$ cat config.mk
export PLATFORM = sky130hd
export DESIGN_NAME = tsw_stopwatch_sequencer
export DESIGN_NICKNAME = d
export VERILOG_FILES = /design/src/inc/tsw_pkg.sv /design/src/design/tsw_ring_counter.sv /design/src/design/tsw_stopwatch_sequencer.sv
export VERILOG_INCLUDE_DIRS = /design/src /design/src/inc
export SDC_FILE = /design/constraint.sdc
export NUM_CORES = 1
export LEC_CHECK = 0
export ABC_CLOCK_PERIOD_IN_PS = 9050
export BUFFER_PORTS_ARGS = -buffer_cell sky130_fd_sc_hd__clkbuf_2
export CORE_MARGIN = 2
export CORE_UTILIZATION = 41
export DETAILED_ROUTE_END_ITERATION = 8
export PLACE_DENSITY = 0.72
export SETUP_SLACK_MARGIN = 0.1
export SLEW_MARGIN = 20
export SYNTH_ARGS = -nofsm -noshare
export SYNTH_HDL_FRONTEND = slang
export SYNTH_SLANG_ARGS = --single-unit
$ cat constraint.sdc
create_clock -name clock -period 9.05 [get_ports clock]
set_clock_uncertainty 0.2 [all_clocks]
set_input_delay 1.81 -clock clock [delete_from_list [all_inputs] [get_ports clock]]
set_output_delay 1.81 -clock clock [all_outputs]
set_load 0.05 [all_outputs]
$ cat src/inc/tsw_map.svh
// offsets, field positions, reset values and counts for the stopwatch sequencer
// assumes it is included by bare name from the design files
`ifndef TSW_MAP_SVH
`define TSW_MAP_SVH

// ==========================================================================
// register placement
`define TSW_START_FINE_RESULT_OFS 8'h10
`define TSW_RESULT_RESET 24'h000000
`define TSW_CYCLE_RESET 16'h0000

// ==========================================================================
// widths and counts
`define TSW_FINE_W 24
`define TSW_CYC_W 16
`define TSW_WRAP_PERIOD 63
`define TSW_MAX_STOPS 5
`define TSW_BYTE_SHIFT 8

`endif

$ cat src/inc/tsw_pkg.sv
// types shared by the stopwatch sequencer modules
// assumes nothing of its surroundings
package tsw_pkg;

  // ==========================================================================
  // sequencer states
  typedef enum logic [3:0] {
    TSW_IDLE = 4'h0,
    TSW_WAIT_START = 4'h1,
    TSW_FRAC_START = 4'h2,
    TSW_COUNT = 4'h3,
    TSW_FRAC_STOP = 4'h4,
    TSW_RUN_FIRST = 4'h5,
    TSW_CAL_SINGLE = 4'h6,
    TSW_CAL_SPAN = 4'h7
  } tsw_state_t;

  // ==========================================================================
  // measurement modes
  typedef enum logic {
    TSW_MODE_FIRST = 1'b0,
    TSW_MODE_SECOND = 1'b1
  } tsw_mode_t;

endpackage

$ cat src/design/tsw_ring_counter.sv
// fine tick counter with coarse wrap counter for the ring oscillator
// assumes ring_tick is a one-cycle pulse synchronous to clock
`timescale 1ns/1ns
`default_nettype none
`include "tsw_map.svh"

module tsw_ring_counter #(
  parameter int FINE_W = `TSW_FINE_W,
  parameter int CRS_W = `TSW_CYC_W,
  parameter int WRAP = `TSW_WRAP_PERIOD
) (
  // clock and reset
  input wire logic clock,
  input wire logic rst_n,
  // control
  input wire logic clear,
  input wire logic run,
  input wire logic tick,
  // counts
  output logic [FINE_W-1:0] count_next,
  output logic [FINE_W-1:0] count,
  output logic [CRS_W-1:0] coarse
);

  localparam logic [5:0] WRAP_LAST = 6'(WRAP - 1);

  logic [FINE_W-1:0] cnt_run, cnt_d, cnt_q;
  logic [5:0] ph_run, ph_d, ph_q;
  logic [CRS_W-1:0] crs_run, crs_d, crs_q;

  // ==========================================================================
  // next values
  always_comb begin
    cnt_run = cnt_q;
    ph_run = ph_q;
    crs_run = crs_q;
    if (run && tick) begin
      cnt_run = cnt_q + 1'b1;
      if (ph_q == WRAP_LAST) begin
        ph_run = '0;
        crs_run = crs_q + 1'b1;
      end else begin
        ph_run = ph_q + 1'b1;
      end
    end
    // the tick of a closing window belongs to it, so a clear drops it instead of carrying it over
    cnt_d = clear ? '0 : cnt_run;
    ph_d = clear ? '0 : ph_run;
    crs_d = clear ? '0 : crs_run;
  end

  // ==========================================================================
  // registers
  always_ff @(posedge clock) begin
    if (!rst_n) begin
      cnt_q <= '0;
      ph_q <= '0;
      crs_q <= '0;
    end else begin
      cnt_q <= cnt_d;
      ph_q <= ph_d;
      crs_q <= crs_d;
    end
  end

  assign count_next = cnt_run;
  assign count = cnt_q;
  assign coarse = crs_q;

endmodule // tsw_ring_counter

`default_nettype wire

$ cat src/design/tsw_stopwatch_sequencer.sv
// sequencer of a two-mode stopwatch: start, stops (masked in second mode only), overflows, calibration
// assumes start_edge, stop_edge and ring_tick are synchronous one-cycle pulses
`timescale 1ns/1ns
`default_nettype none
`include "tsw_map.svh"

module tsw_stopwatch_sequencer #(
  parameter int FINE_W = `TSW_FINE_W,
  parameter int CYC_W = `TSW_CYC_W,
  parameter int MAX_STOPS = `TSW_MAX_STOPS
) (
  // clock and reset (reset is the enable pin)
  input wire logic clock,
  input wire logic rst_n,
  // configuration
  input wire logic start_meas,
  input wire logic meas_mode,
  input wire logic [2:0] stop_count_sel,
  input wire logic [7:0] cal_span_setting,
  input wire logic [7:0] stop_mask_high_byte,
  input wire logic [7:0] stop_mask_low_byte,
  input wire logic [7:0] ref_cycle_limit_high_byte,
  input wire logic [7:0] ref_cycle_limit_low_byte,
  input wire logic [7:0] wrap_limit_high_byte,
  input wire logic [7:0] wrap_limit_low_byte,
  // front end
  input wire logic start_edge,
  input wire logic stop_edge,
  input wire logic ring_tick,
  output logic ring_run,
  // status
  output logic busy,
  output logic meas_done_flag,
  output logic wrap_limit_flag,
  output logic ref_cycle_limit_flag,
  // results
  output logic [FINE_W-1:0] start_fine_result,
  output logic [FINE_W-1:0] fine_result_stop_a,
  output logic [FINE_W-1:0] fine_result_stop_b,
  output logic [FINE_W-1:0] fine_result_stop_c,
  output logic [FINE_W-1:0] fine_result_stop_d,
  output logic [FINE_W-1:0] fine_result_stop_e,
  output logic [CYC_W-1:0] cycle_result_stop_a,
  output logic [CYC_W-1:0] cycle_result_stop_b,
  output logic [CYC_W-1:0] cycle_result_stop_c,
  output logic [CYC_W-1:0] cycle_result_stop_d,
  output logic [CYC_W-1:0] cycle_result_stop_e,
  output logic [FINE_W-1:0] cal_single_period_count,
  output logic [FINE_W-1:0] cal_multi_period_count
);

  // ==========================================================================
  // helpers
  function automatic logic [15:0] join_bytes(input logic [7:0] hi, input logic [7:0] lo);
    join_bytes = {hi, lo}; // hi x 256 + lo
  endfunction

  function automatic logic is_ring_state(input tsw_pkg::tsw_state_t s);
    is_ring_state = (s == tsw_pkg::TSW_FRAC_START) || (s == tsw_pkg::TSW_FRAC_STOP) ||
                    (s == tsw_pkg::TSW_RUN_FIRST) || (s == tsw_pkg::TSW_CAL_SINGLE) ||
                    (s == tsw_pkg::TSW_CAL_SPAN);
  endfunction

  logic [15:0] mask_thr, cyc_limit, wrap_limit;
  logic [2:0] last_idx;
  logic [7:0] span_eff;

  assign mask_thr = join_bytes(stop_mask_high_byte, stop_mask_low_byte);
  assign cyc_limit = join_bytes(ref_cycle_limit_high_byte, ref_cycle_limit_low_byte);
  assign wrap_limit = join_bytes(wrap_limit_high_byte, wrap_limit_low_byte);
  // out-of-range stop counts fall back to the maximum
  assign last_idx = (stop_count_sel > 3'(MAX_STOPS - 1)) ? 3'(MAX_STOPS - 1) : stop_count_sel;
  // a zero span would leave the span window empty, so it runs one period
  assign span_eff = (cal_span_setting == 8'h00) ? 8'h01 : cal_span_setting;

  // ==========================================================================
  // state
  tsw_pkg::tsw_state_t state_d, state_q;
  logic [2:0] idx_d, idx_q;
  logic [CYC_W:0] cyc_d, cyc_q;
  logic [7:0] span_d, span_q;
  logic done_d, done_q, wflag_d, wflag_q, cflag_d, cflag_q;
  logic [FINE_W-1:0] fine_d [0:MAX_STOPS];
  logic [FINE_W-1:0] fine_q [0:MAX_STOPS];
  logic [CYC_W-1:0] cres_d [0:MAX_STOPS-1];
  logic [CYC_W-1:0] cres_q [0:MAX_STOPS-1];
  logic [FINE_W-1:0] cal1_d, cal1_q, cal2_d, cal2_q;

  logic ring_clear;
  logic [FINE_W-1:0] fine_now;
  logic [15:0] coarse_now;
  logic wrap_hit, cyc_hit, stop_ok;

  assign ring_run = is_ring_state(state_q);
  // a fresh window starts from zero each time the sequencer enters a ring state, even from another ring state
  assign ring_clear = (state_d != state_q) && is_ring_state(state_d);

  tsw_ring_counter #(
    .FINE_W(FINE_W),
    .CRS_W(16),
    .WRAP(`TSW_WRAP_PERIOD)
  ) u_ring (
    .clock(clock),
    .rst_n(rst_n),
    .clear(ring_clear),
    .run(ring_run),
    .tick(ring_tick),
    .count_next(fine_now),
    .count(),
    .coarse(coarse_now)
  );

  assign wrap_hit = ring_run && (coarse_now >= wrap_limit);
  assign cyc_hit = (cyc_q > {1'b0, cyc_limit});
  assign stop_ok = stop_edge && (cyc_q >= {1'b0, mask_thr});

  // ==========================================================================
  // next-state logic
  always_comb begin
    state_d = state_q;
    idx_d = idx_q;
    cyc_d = cyc_q;
    span_d = span_q;
    done_d = done_q;
    wflag_d = wflag_q;
    cflag_d = cflag_q;
    fine_d = fine_q;
    cres_d = cres_q;
    cal1_d = cal1_q;
    cal2_d = cal2_q;
    case (state_q)
      tsw_pkg::TSW_IDLE: begin
        if (start_meas) begin
          // results stay until the next start clears them
          for (int i = 0; i <= MAX_STOPS; i++) begin
            fine_d[i] = `TSW_RESULT_RESET;
          end
          for (int i = 0; i < MAX_STOPS; i++) begin
            cres_d[i] = `TSW_CYCLE_RESET;
          end
          cal1_d = `TSW_RESULT_RESET;
          cal2_d = `TSW_RESULT_RESET;
          done_d = 1'b0;
          wflag_d = 1'b0;
          cflag_d = 1'b0;
          idx_d = '0;
          cyc_d = '0;
          state_d = tsw_pkg::TSW_WAIT_START;
        end
      end
      tsw_pkg::TSW_WAIT_START: begin
        // no timeout while waiting
        if (start_edge) begin
          state_d = (meas_mode == tsw_pkg::TSW_MODE_SECOND) ? tsw_pkg::TSW_FRAC_START
                                                           : tsw_pkg::TSW_RUN_FIRST;
        end
      end
      tsw_pkg::TSW_RUN_FIRST: begin
        // cycle counter stays idle in this mode
        if (stop_edge) begin
          fine_d[idx_q] = fine_now;
          idx_d = idx_q + 3'h1;
          if (idx_q == last_idx) begin
            state_d = tsw_pkg::TSW_CAL_SINGLE;
          end
        end else if (wrap_hit) begin
          wflag_d = 1'b1;
          done_d = 1'b1;
          state_d = tsw_pkg::TSW_IDLE;
        end
      end
      tsw_pkg::TSW_FRAC_START: begin
        fine_d[0] = fine_now;
        cyc_d = '0;
        state_d = tsw_pkg::TSW_COUNT;
      end
      tsw_pkg::TSW_COUNT: begin
        cyc_d = cyc_q + 1'b1;
        if (cyc_hit) begin
          cflag_d = 1'b1;
          done_d = 1'b1;
          state_d = tsw_pkg::TSW_IDLE;
        end else if (stop_ok) begin
          cres_d[idx_q] = cyc_q[CYC_W-1:0];
          state_d = tsw_pkg::TSW_FRAC_STOP;
        end
      end
      tsw_pkg::TSW_FRAC_STOP: begin
        cyc_d = cyc_q + 1'b1;
        fine_d[idx_q + 3'h1] = fine_now;
        idx_d = idx_q + 3'h1;
        state_d = (idx_q == last_idx) ? tsw_pkg::TSW_CAL_SINGLE : tsw_pkg::TSW_COUNT;
      end
      tsw_pkg::TSW_CAL_SINGLE: begin
        cal1_d = fine_now;
        span_d = span_eff;
        state_d = tsw_pkg::TSW_CAL_SPAN;
      end
      tsw_pkg::TSW_CAL_SPAN: begin
        span_d = span_q - 8'h01;
        if (span_q <= 8'h01) begin
          cal2_d = fine_now;
          done_d = 1'b1;
          state_d = tsw_pkg::TSW_IDLE;
        end
      end
      default: begin
        state_d = tsw_pkg::TSW_IDLE;
      end
    endcase
  end

  // ==========================================================================
  // registers; enable low is the synchronous reset of everything
  always_ff @(posedge clock) begin
    if (!rst_n) begin
      state_q <= tsw_pkg::TSW_IDLE;
      idx_q <= 3'h0;
      cyc_q <= '0;
      span_q <= 8'h00;
      done_q <= 1'b0;
      wflag_q <= 1'b0;
      cflag_q <= 1'b0;
      for (int i = 0; i <= MAX_STOPS; i++) begin
        fine_q[i] <= `TSW_RESULT_RESET;
      end
      for (int i = 0; i < MAX_STOPS; i++) begin
        cres_q[i] <= `TSW_CYCLE_RESET;
      end
      cal1_q <= `TSW_RESULT_RESET;
      cal2_q <= `TSW_RESULT_RESET;
    end else begin
      state_q <= state_d;
      idx_q <= idx_d;
      cyc_q <= cyc_d;
      span_q <= span_d;
      done_q <= done_d;
      wflag_q <= wflag_d;
      cflag_q <= cflag_d;
      fine_q <= fine_d;
      cres_q <= cres_d;
      cal1_q <= cal1_d;
      cal2_q <= cal2_d;
    end
  end

  // ==========================================================================
  // outputs
  assign busy = (state_q != tsw_pkg::TSW_IDLE);
  assign meas_done_flag = done_q;
  assign wrap_limit_flag = wflag_q;
  assign ref_cycle_limit_flag = cflag_q;
  assign start_fine_result = fine_q[0];
  assign fine_result_stop_a = fine_q[1];
  assign fine_result_stop_b = fine_q[2];
  assign fine_result_stop_c = fine_q[3];
  assign fine_result_stop_d = fine_q[4];
  assign fine_result_stop_e = fine_q[5];
  assign cycle_result_stop_a = cres_q[0];
  assign cycle_result_stop_b = cres_q[1];
  assign cycle_result_stop_c = cres_q[2];
  assign cycle_result_stop_d = cres_q[3];
  assign cycle_result_stop_e = cres_q[4];
  assign cal_single_period_count = cal1_q;
  assign cal_multi_period_count = cal2_q;

endmodule // tsw_stopwatch_sequencer

`default_nettype wire

Word-level counts from Yosys, hierarchy flattened
Cells that the tools add are included.

Equal/unequal tests: 23. $add $sub $neg: 6. Mux-type cells: 50. Order comparisons: 9. Reductions and logical operators: 38. Bitwise operators: 3.

Operator list (number): $pmux W120 S3 (1); $bwmux W144 (2); $mux W144 (2); $mux W80 (3); $pmux W80 S2 (1); $demux W24 S3 (2); $mux W24 (5); $pmux W24 S2 (2); $pmux W24 S4 (1); $bwmux W80 (1); $pmux W17 S3 (1); $demux W16 S3 (1); $eq A4 B3 Y1 const B (8); $mux W4 (8); $pmux W4 S8 (1); $add A24 B1 Y24 const B (1); $add A17 B1 Y17 const B (1); $ge A17 B16 Y1 (1); $gt A17 B16 Y1 (1); $mux W17 (1); $add A16 B1 Y16 const B (1); $ge A16 B16 Y1 (1); $mux W16 (1); $pmux W8 S2 (1); other kinds (35) (81).

Input port bits: 66. Output and inout port bits: 277. Logic and storage cells: 152. Flip-flop bits (word level): 353.

Depth between registers and ports, before layout
Depth after elaboration: 16. Mapped depth: 12. Mapped depth without buffers: 9.

Modules after synthesis
A second synthesis with hierarchy kept.

Cells, all modules: 1714. Area total of the unflattened synthesis: 15929.0 µm².

Modules (own cells, without submodules): tsw_stopwatch_sequencer (times used 1, cells an instance 1442, seq. area each 6145.9 µm², area an instance 13660.6 µm²); tsw_ring_counter (times used 1, cells an instance 272, seq. area each 920.9 µm², area an instance 2268.4 µm²).

Worst setup path after synthesis
No wires, ideal clock.

Kind: input port to flip-flop. From: in stop_mask_high_byte[6]. To: reg u_ring.crs_q[11] (netlist: u_ring.coarse[11]). Arrival time: 4103 ps. Slack: 4664 ps. Data required time: 8767 ps. Buffers on the path: 1. Library setup time: 83 ps. Stages: 10. Path through: inv_1 ha_1 a21o_1 a211o_1 a31o_2 a22o_1 a311oi_1 o221ai_4 buf_2 o221ai_1.

Longest elaborated chain between the ends: 12. Elaborated cells on any way between the ends: 17. Those cells by class: order compare: 1; eq/ne: 6; mux: 3; reduce/logical: 7.

RTL lines: from (decl) (RTL line tsw_stopwatch_sequencer.sv:20) `input wire logic [7:0] stop_mask_high_byte,`; $ge A17 B16 Y1 * (RTL line tsw_stopwatch_sequencer.sv:115) `assign stop_ok = stop_edge && (cyc_q >= {1'b0, mask_thr});`; $logic_and A1 B1 Y1 * (RTL line tsw_stopwatch_sequencer.sv:115); $mux W4 * (RTL line tsw_stopwatch_sequencer.sv:183) `end else if (stop_ok) begin`; $mux W4 * (RTL line tsw_stopwatch_sequencer.sv:179) `if (cyc_hit) begin`; $pmux W4 S8 * (RTL line tsw_stopwatch_sequencer.sv:131) `case (state_q)`; $eq A4 B2 Y1 / $eq A4 B3 Y1 (equally long branches) (RTL line tsw_stopwatch_sequencer.sv:59) `is_ring_state = (s == tsw_pkg::TSW_FRAC_START) || (s == tsw_pkg::TSW_FRAC_STOP) ||`; $logic_or A1 B1 Y1 (2 in series) (RTL line tsw_stopwatch_sequencer.sv:59); $logic_or A1 B1 Y1 (2 in series) (RTL line tsw_stopwatch_sequencer.sv:60) `(s == tsw_pkg::TSW_RUN_FIRST) || (s == tsw_pkg::TSW_CAL_SINGLE) ||`; $logic_and A1 B1 Y1 * (RTL line tsw_stopwatch_sequencer.sv:96) `assign ring_clear = (state_d != state_q) && is_ring_state(state_d);`; $reduce_or A2 Y1 (no line) *; to (signal assigned) (RTL line tsw_ring_counter.sv:62) `crs_q <= crs_d;`; to (decl) (RTL line tsw_ring_counter.sv:29) `logic [CRS_W-1:0] crs_run, crs_d, crs_q;`.

Every way passes the cells marked *; elsewhere a longest branch is shown, timed or not. A chain may end at the register's enable or synchronous reset.

Worst setup path in the final report
From: in wrap_limit_high_byte[7]. To: reg u_ring.cnt_q[16] (netlist: u_ring.count[16]).

Longest elaborated chain between the ends: 12. Elaborated cells on any way between the ends: 17. Those cells by class: order compare: 1; eq/ne: 6; mux: 3; reduce/logical: 7.

RTL lines: from (decl) (RTL line tsw_stopwatch_sequencer.sv:24) `input wire logic [7:0] wrap_limit_high_byte,`; $ge A16 B16 Y1 * (RTL line tsw_stopwatch_sequencer.sv:113) `assign wrap_hit = ring_run && (coarse_now >= wrap_limit);`; $logic_and A1 B1 Y1 * (RTL line tsw_stopwatch_sequencer.sv:113); $mux W4 * (RTL line tsw_stopwatch_sequencer.sv:166) `end else if (wrap_hit) begin`; $mux W4 * (RTL line tsw_stopwatch_sequencer.sv:160) `if (stop_edge) begin`; $pmux W4 S8 * (RTL line tsw_stopwatch_sequencer.sv:131); $eq A4 B2 Y1 / $eq A4 B3 Y1 (equally long branches) (RTL line tsw_stopwatch_sequencer.sv:59); $logic_or A1 B1 Y1 (2 in series) (RTL line tsw_stopwatch_sequencer.sv:59); $logic_or A1 B1 Y1 (2 in series) (RTL line tsw_stopwatch_sequencer.sv:60); $logic_and A1 B1 Y1 * (RTL line tsw_stopwatch_sequencer.sv:96); $reduce_or A2 Y1 (no line) *; to (signal assigned) (RTL line tsw_ring_counter.sv:60) `cnt_q <= cnt_d;`; to (decl) (RTL line tsw_ring_counter.sv:27) `logic [FINE_W-1:0] cnt_run, cnt_d, cnt_q;`.

Marked as above.

==> reports/results.txt <==
worst-skew pair later-pin latency - 0.55 ns
Slowest cell on crit path - o221ai_4
All-Layer GR Usage - 26.3%
worst hold path type - flip-flop to flip-flop
Async SR Flop Fraction - 0%
maximum vdd ir drop - 0.175 mV
CP Max Fanout - 28
die area - 40,900 µm²
sequential share of the synthesized area - 43.9%
Reg clk slew, reported paths - 0.06 ns
Vias/cell - 5.84
Max stage delay on crit path - 0.59 ns
CTS Root Cell - clkbuf_16
Row Count - 72
fin. max-slew vios - 0
Crit. End Element - flip-flop
total gr overflow - 0
status - finished, violations left
global-route wire length before repair - 85.7 mm
DRC violations left - 8
initial antenna violation count - 2
CTS tree - done
H-tree levels - 2
Reg2Reg Depth - 9
Tcrit/Tclk final - 51.5%
gpl congestion - 0.898
die span in y - 202 µm
Cell variety after synth - 73
total CTS buffers - 39
WL met1 - 23.3 mm
FF-to-FF Start - cyc_q[4]
RSZ-0062 raised after global routing - no
Finished Cell Area - 19,600 µm²
failing checks - design-rule violations
Top FF cell, synth - dfxtp_1
post-cts repair resize count - 0
Boundary Pins - 343
Cells after Synth - 1,958
HPWL Detailed - 37.3 mm
final cell count without fillers - 2,752
pre-CTS setup slack - 3.89 ns
fillers - 3,686
Starting Density - 41.6%
Critical Path AT - 4.87 ns
measured slew at the worst slew-check pin - 1.11 ns
slew margin rel. - 25.4%
area taken by multi-input logic gates - 8210 µm²
Clock Sinks - 353
R2R setup slack - 4.97 ns
final wirelength - 56.5 mm
CP Data Required Time - 9.26 ns
Fmax achieved - 214 MHz
met3 wire len - 4.97 mm
WL/cell - 20.5 µm
DR iter-0 viols - 1,381
first-pass detailed-route iteration total - 9
setup bufs post-CTS - 0
leakage power - 7.76 nW
vias in the first global route - 14,900
Synth Net Count - 2,080
minimum clock period - 4.66 ns
fraction of layout cells with a size suffix above 1 - 22.1%
register area - 7070 µm²
Min-Delay Startpoint - cal_multi_period_count[23]
IO buf count - 342
CTS max path bufs - 3
syn_area_per_cell - 8.23 µm²
Vias - 16,100
PnR worst setup slack - 4.39 ns
Antenna Violating Nets Remaining - 0
Synth Warn # - 0
post-synthesis register bit count - 353
EDFF count, synth - 0
critical path cell sequence - clkbuf_2, inv_1, ha_1, nand4_1, or4_1, o211a_1, a221o_1, buf_4, o221ai_4, buf_16, o221ai_1
DIE WIDTH - 202 µm
setup violators final - 0
Final #Nets - 2,323
DR top layer - met4
Crit Path Class - primary input to flip-flop
setup_tns - 0 ns
Hold Path End - cal_multi_period_count[23]
# Max-Cap Violations - 0
placed cells - 2,676
Area Growth Syn to Fin - 21.6%
dpl cell area - 18,200 µm²
# hold bufs at CTS - 0
FF-to-FF End - u_ring.count[16]
Met2 Wirelength - 25.9 mm
Final Hold Vio Count - 0
Power Density - 171 nW/µm²
maximum number of pins on one net before global-route repair - 134
worst hold path stage count - 2
core area - 38,700 µm²
total power - 3.35 mW
crit start category - primary input
post-synthesis instance area - 16,100 µm²
-- critical path: cells and delay by family --
kind	cells	cell delay [ns]
AOI/OAI and AO/OA	4	1.43
and+or+nand+nor	2	0.67
adders and majority gates	1	0.33
buffers and inverters	4	0.60
-- how the worst max path moves through the flow --
stage / cells past startpoint / slack [ns] / startpoint / endpoint
2_1_floorplan: 10 / 4.66 / stop_mask_high_byte[6] / u_ring.coarse[11]
6_report: 11 / 4.39 / wrap_limit_high_byte[7] / u_ring.count[16]
3_3_place_gp: 10 / 3.61 / ref_cycle_limit_low_byte[4] / u_ring.count[6]
4_1_cts: 11 / 4.43 / ref_cycle_limit_low_byte[2] / u_ring.count[16]
5_1_grt: 11 / 4.18 / ref_cycle_limit_low_byte[4] / u_ring.count[16]
3_5_place_dp: 11 / 3.89 / wrap_limit_high_byte[7] / u_ring.count[16]
-- routing by layer --
metal / up-vias / track usage [%]
met3: 124 / 5.97
met2: 734 / 43.0
met1: 7735 / 33.6
met5: - / 0
met4: 0 / 10.5
li1: 7476 / -
-- metrics by stage --
step / hold slack [ns] / utilization [%]
4_1_cts: 0.267 / 50.4
3_3_place_gp: 0.250 / 46.8
5_1_grt: 0.279 / 50.6
6_report: 0.263 / 50.6
2_1_floorplan: 0.303 / -
3_5_place_dp: 0.260 / 46.9
-- report_power, final --
part	switching, mW	internal, mW
clock	0.678	0.975
sequential	0.00210	1.55
combinational	0.110	0.0334
-- logic make-up (layout without fill, tap and decap cells) --
| logic type | count (synthesis) | after routing | share of synthesized area [%] |
|---|---|---|---|
| buffers and inverters | 251 | 524 | 6.08 |
| adders and majority gates | 56 | 56 | 4.35 |
| other | 1 | 4 | 0.0233 |
| DFF | 353 | 353 | 43.9 |
| muxes | 1 | 1 | 0.0699 |
| xor gates and xnor gates | 56 | 56 | 3.04 |
| AOI/OAI and AO/OA | 565 | 565 | 23.4 |
| and+or+nand+nor | 675 | 675 | 19.1 |
-- final cells by class --
| type | count | share of cell area, % |
|---|---|---|
| clock inverters | 18 | 1.22 |
| repair buffers | 383 | 10.5 |
| flip-flops and latches | 353 | 36.1 |
| diodes | 3 | 0.0383 |
| well taps | 518 | 3.31 |
| clock buffers | 53 | 5.61 |
| inverters | 70 | 1.38 |
| multi-input cells | 1354 | 41.9 |
-- cell usage after synthesis (6+ instances only) --
library cell  count  share of area [%]
and4_1            6               0.33
nor4_1            7               0.27
xnor2_1          30                1.6
nor3_1           17               0.53
nand2_1         180                4.2
o2111ai_1        27                1.5
o221ai_1         20                1.1
a31oi_1           6               0.23
ha_1             56                4.3
nand4_1          21               0.82
inv_1            67                1.6
and2_1           11               0.43
a22oi_1         171                8.0
buf_2            27               0.84
o211ai_1         28                1.3
nor2_1          232                5.4
nor2b_1           8               0.31
dfxtp_1         353                 44
clkbuf_1        149                3.5
a211oi_1          9               0.42
and3_1           13               0.50
xor2_1           26                1.4
a21oi_1         138                4.3
nand3_1         152                4.7
o21ai_0         115                3.6
-- cells in the final DEF (no fill, tap or decap), types with 17 or more instances in the layout --
cell       synthesis  routed
clkbuf_16          0      39
xnor2_1           30      26
o221ai_1          20      20
nand2_1          180     180
ha_1              56      56
buf_4              1      39
a21oi_1          138     134
inv_1             67      67
nor3_1            17      17
nand4_1           21      21
o2111ai_1         27      27
a22oi_1          171     171
o211ai_1          28      28
xor2_1            26      24
nand3_1          152     152
clkbuf_2           0     342
dfxtp_1          353     353
o21ai_0          115     115
nor2_1           232     229
-- flip-flops by register name, summed over array words and instances, names as in the netlist --
signal and count:
cal_multi_period_count 24, wrap_limit_flag 1, fine_result_stop_d 24, fine_result_stop_a 24, idx_q 3, meas_done_flag 1
fine_result_stop_b 24, state_q 4, fine_result_stop_e 24, cycle_result_stop_a 16, span_q 8, fine_result_stop_c 24
start_fine_result 24, u_ring.ph_q 6, cycle_result_stop_d 16, cal_single_period_count 24, cyc_q 17, u_ring.coarse 16
cycle_result_stop_b 16, ref_cycle_limit_flag 1, u_ring.count 24, cycle_result_stop_c 16, cycle_result_stop_e 16
Note: power is estimated with default switching activity, not from simulation.
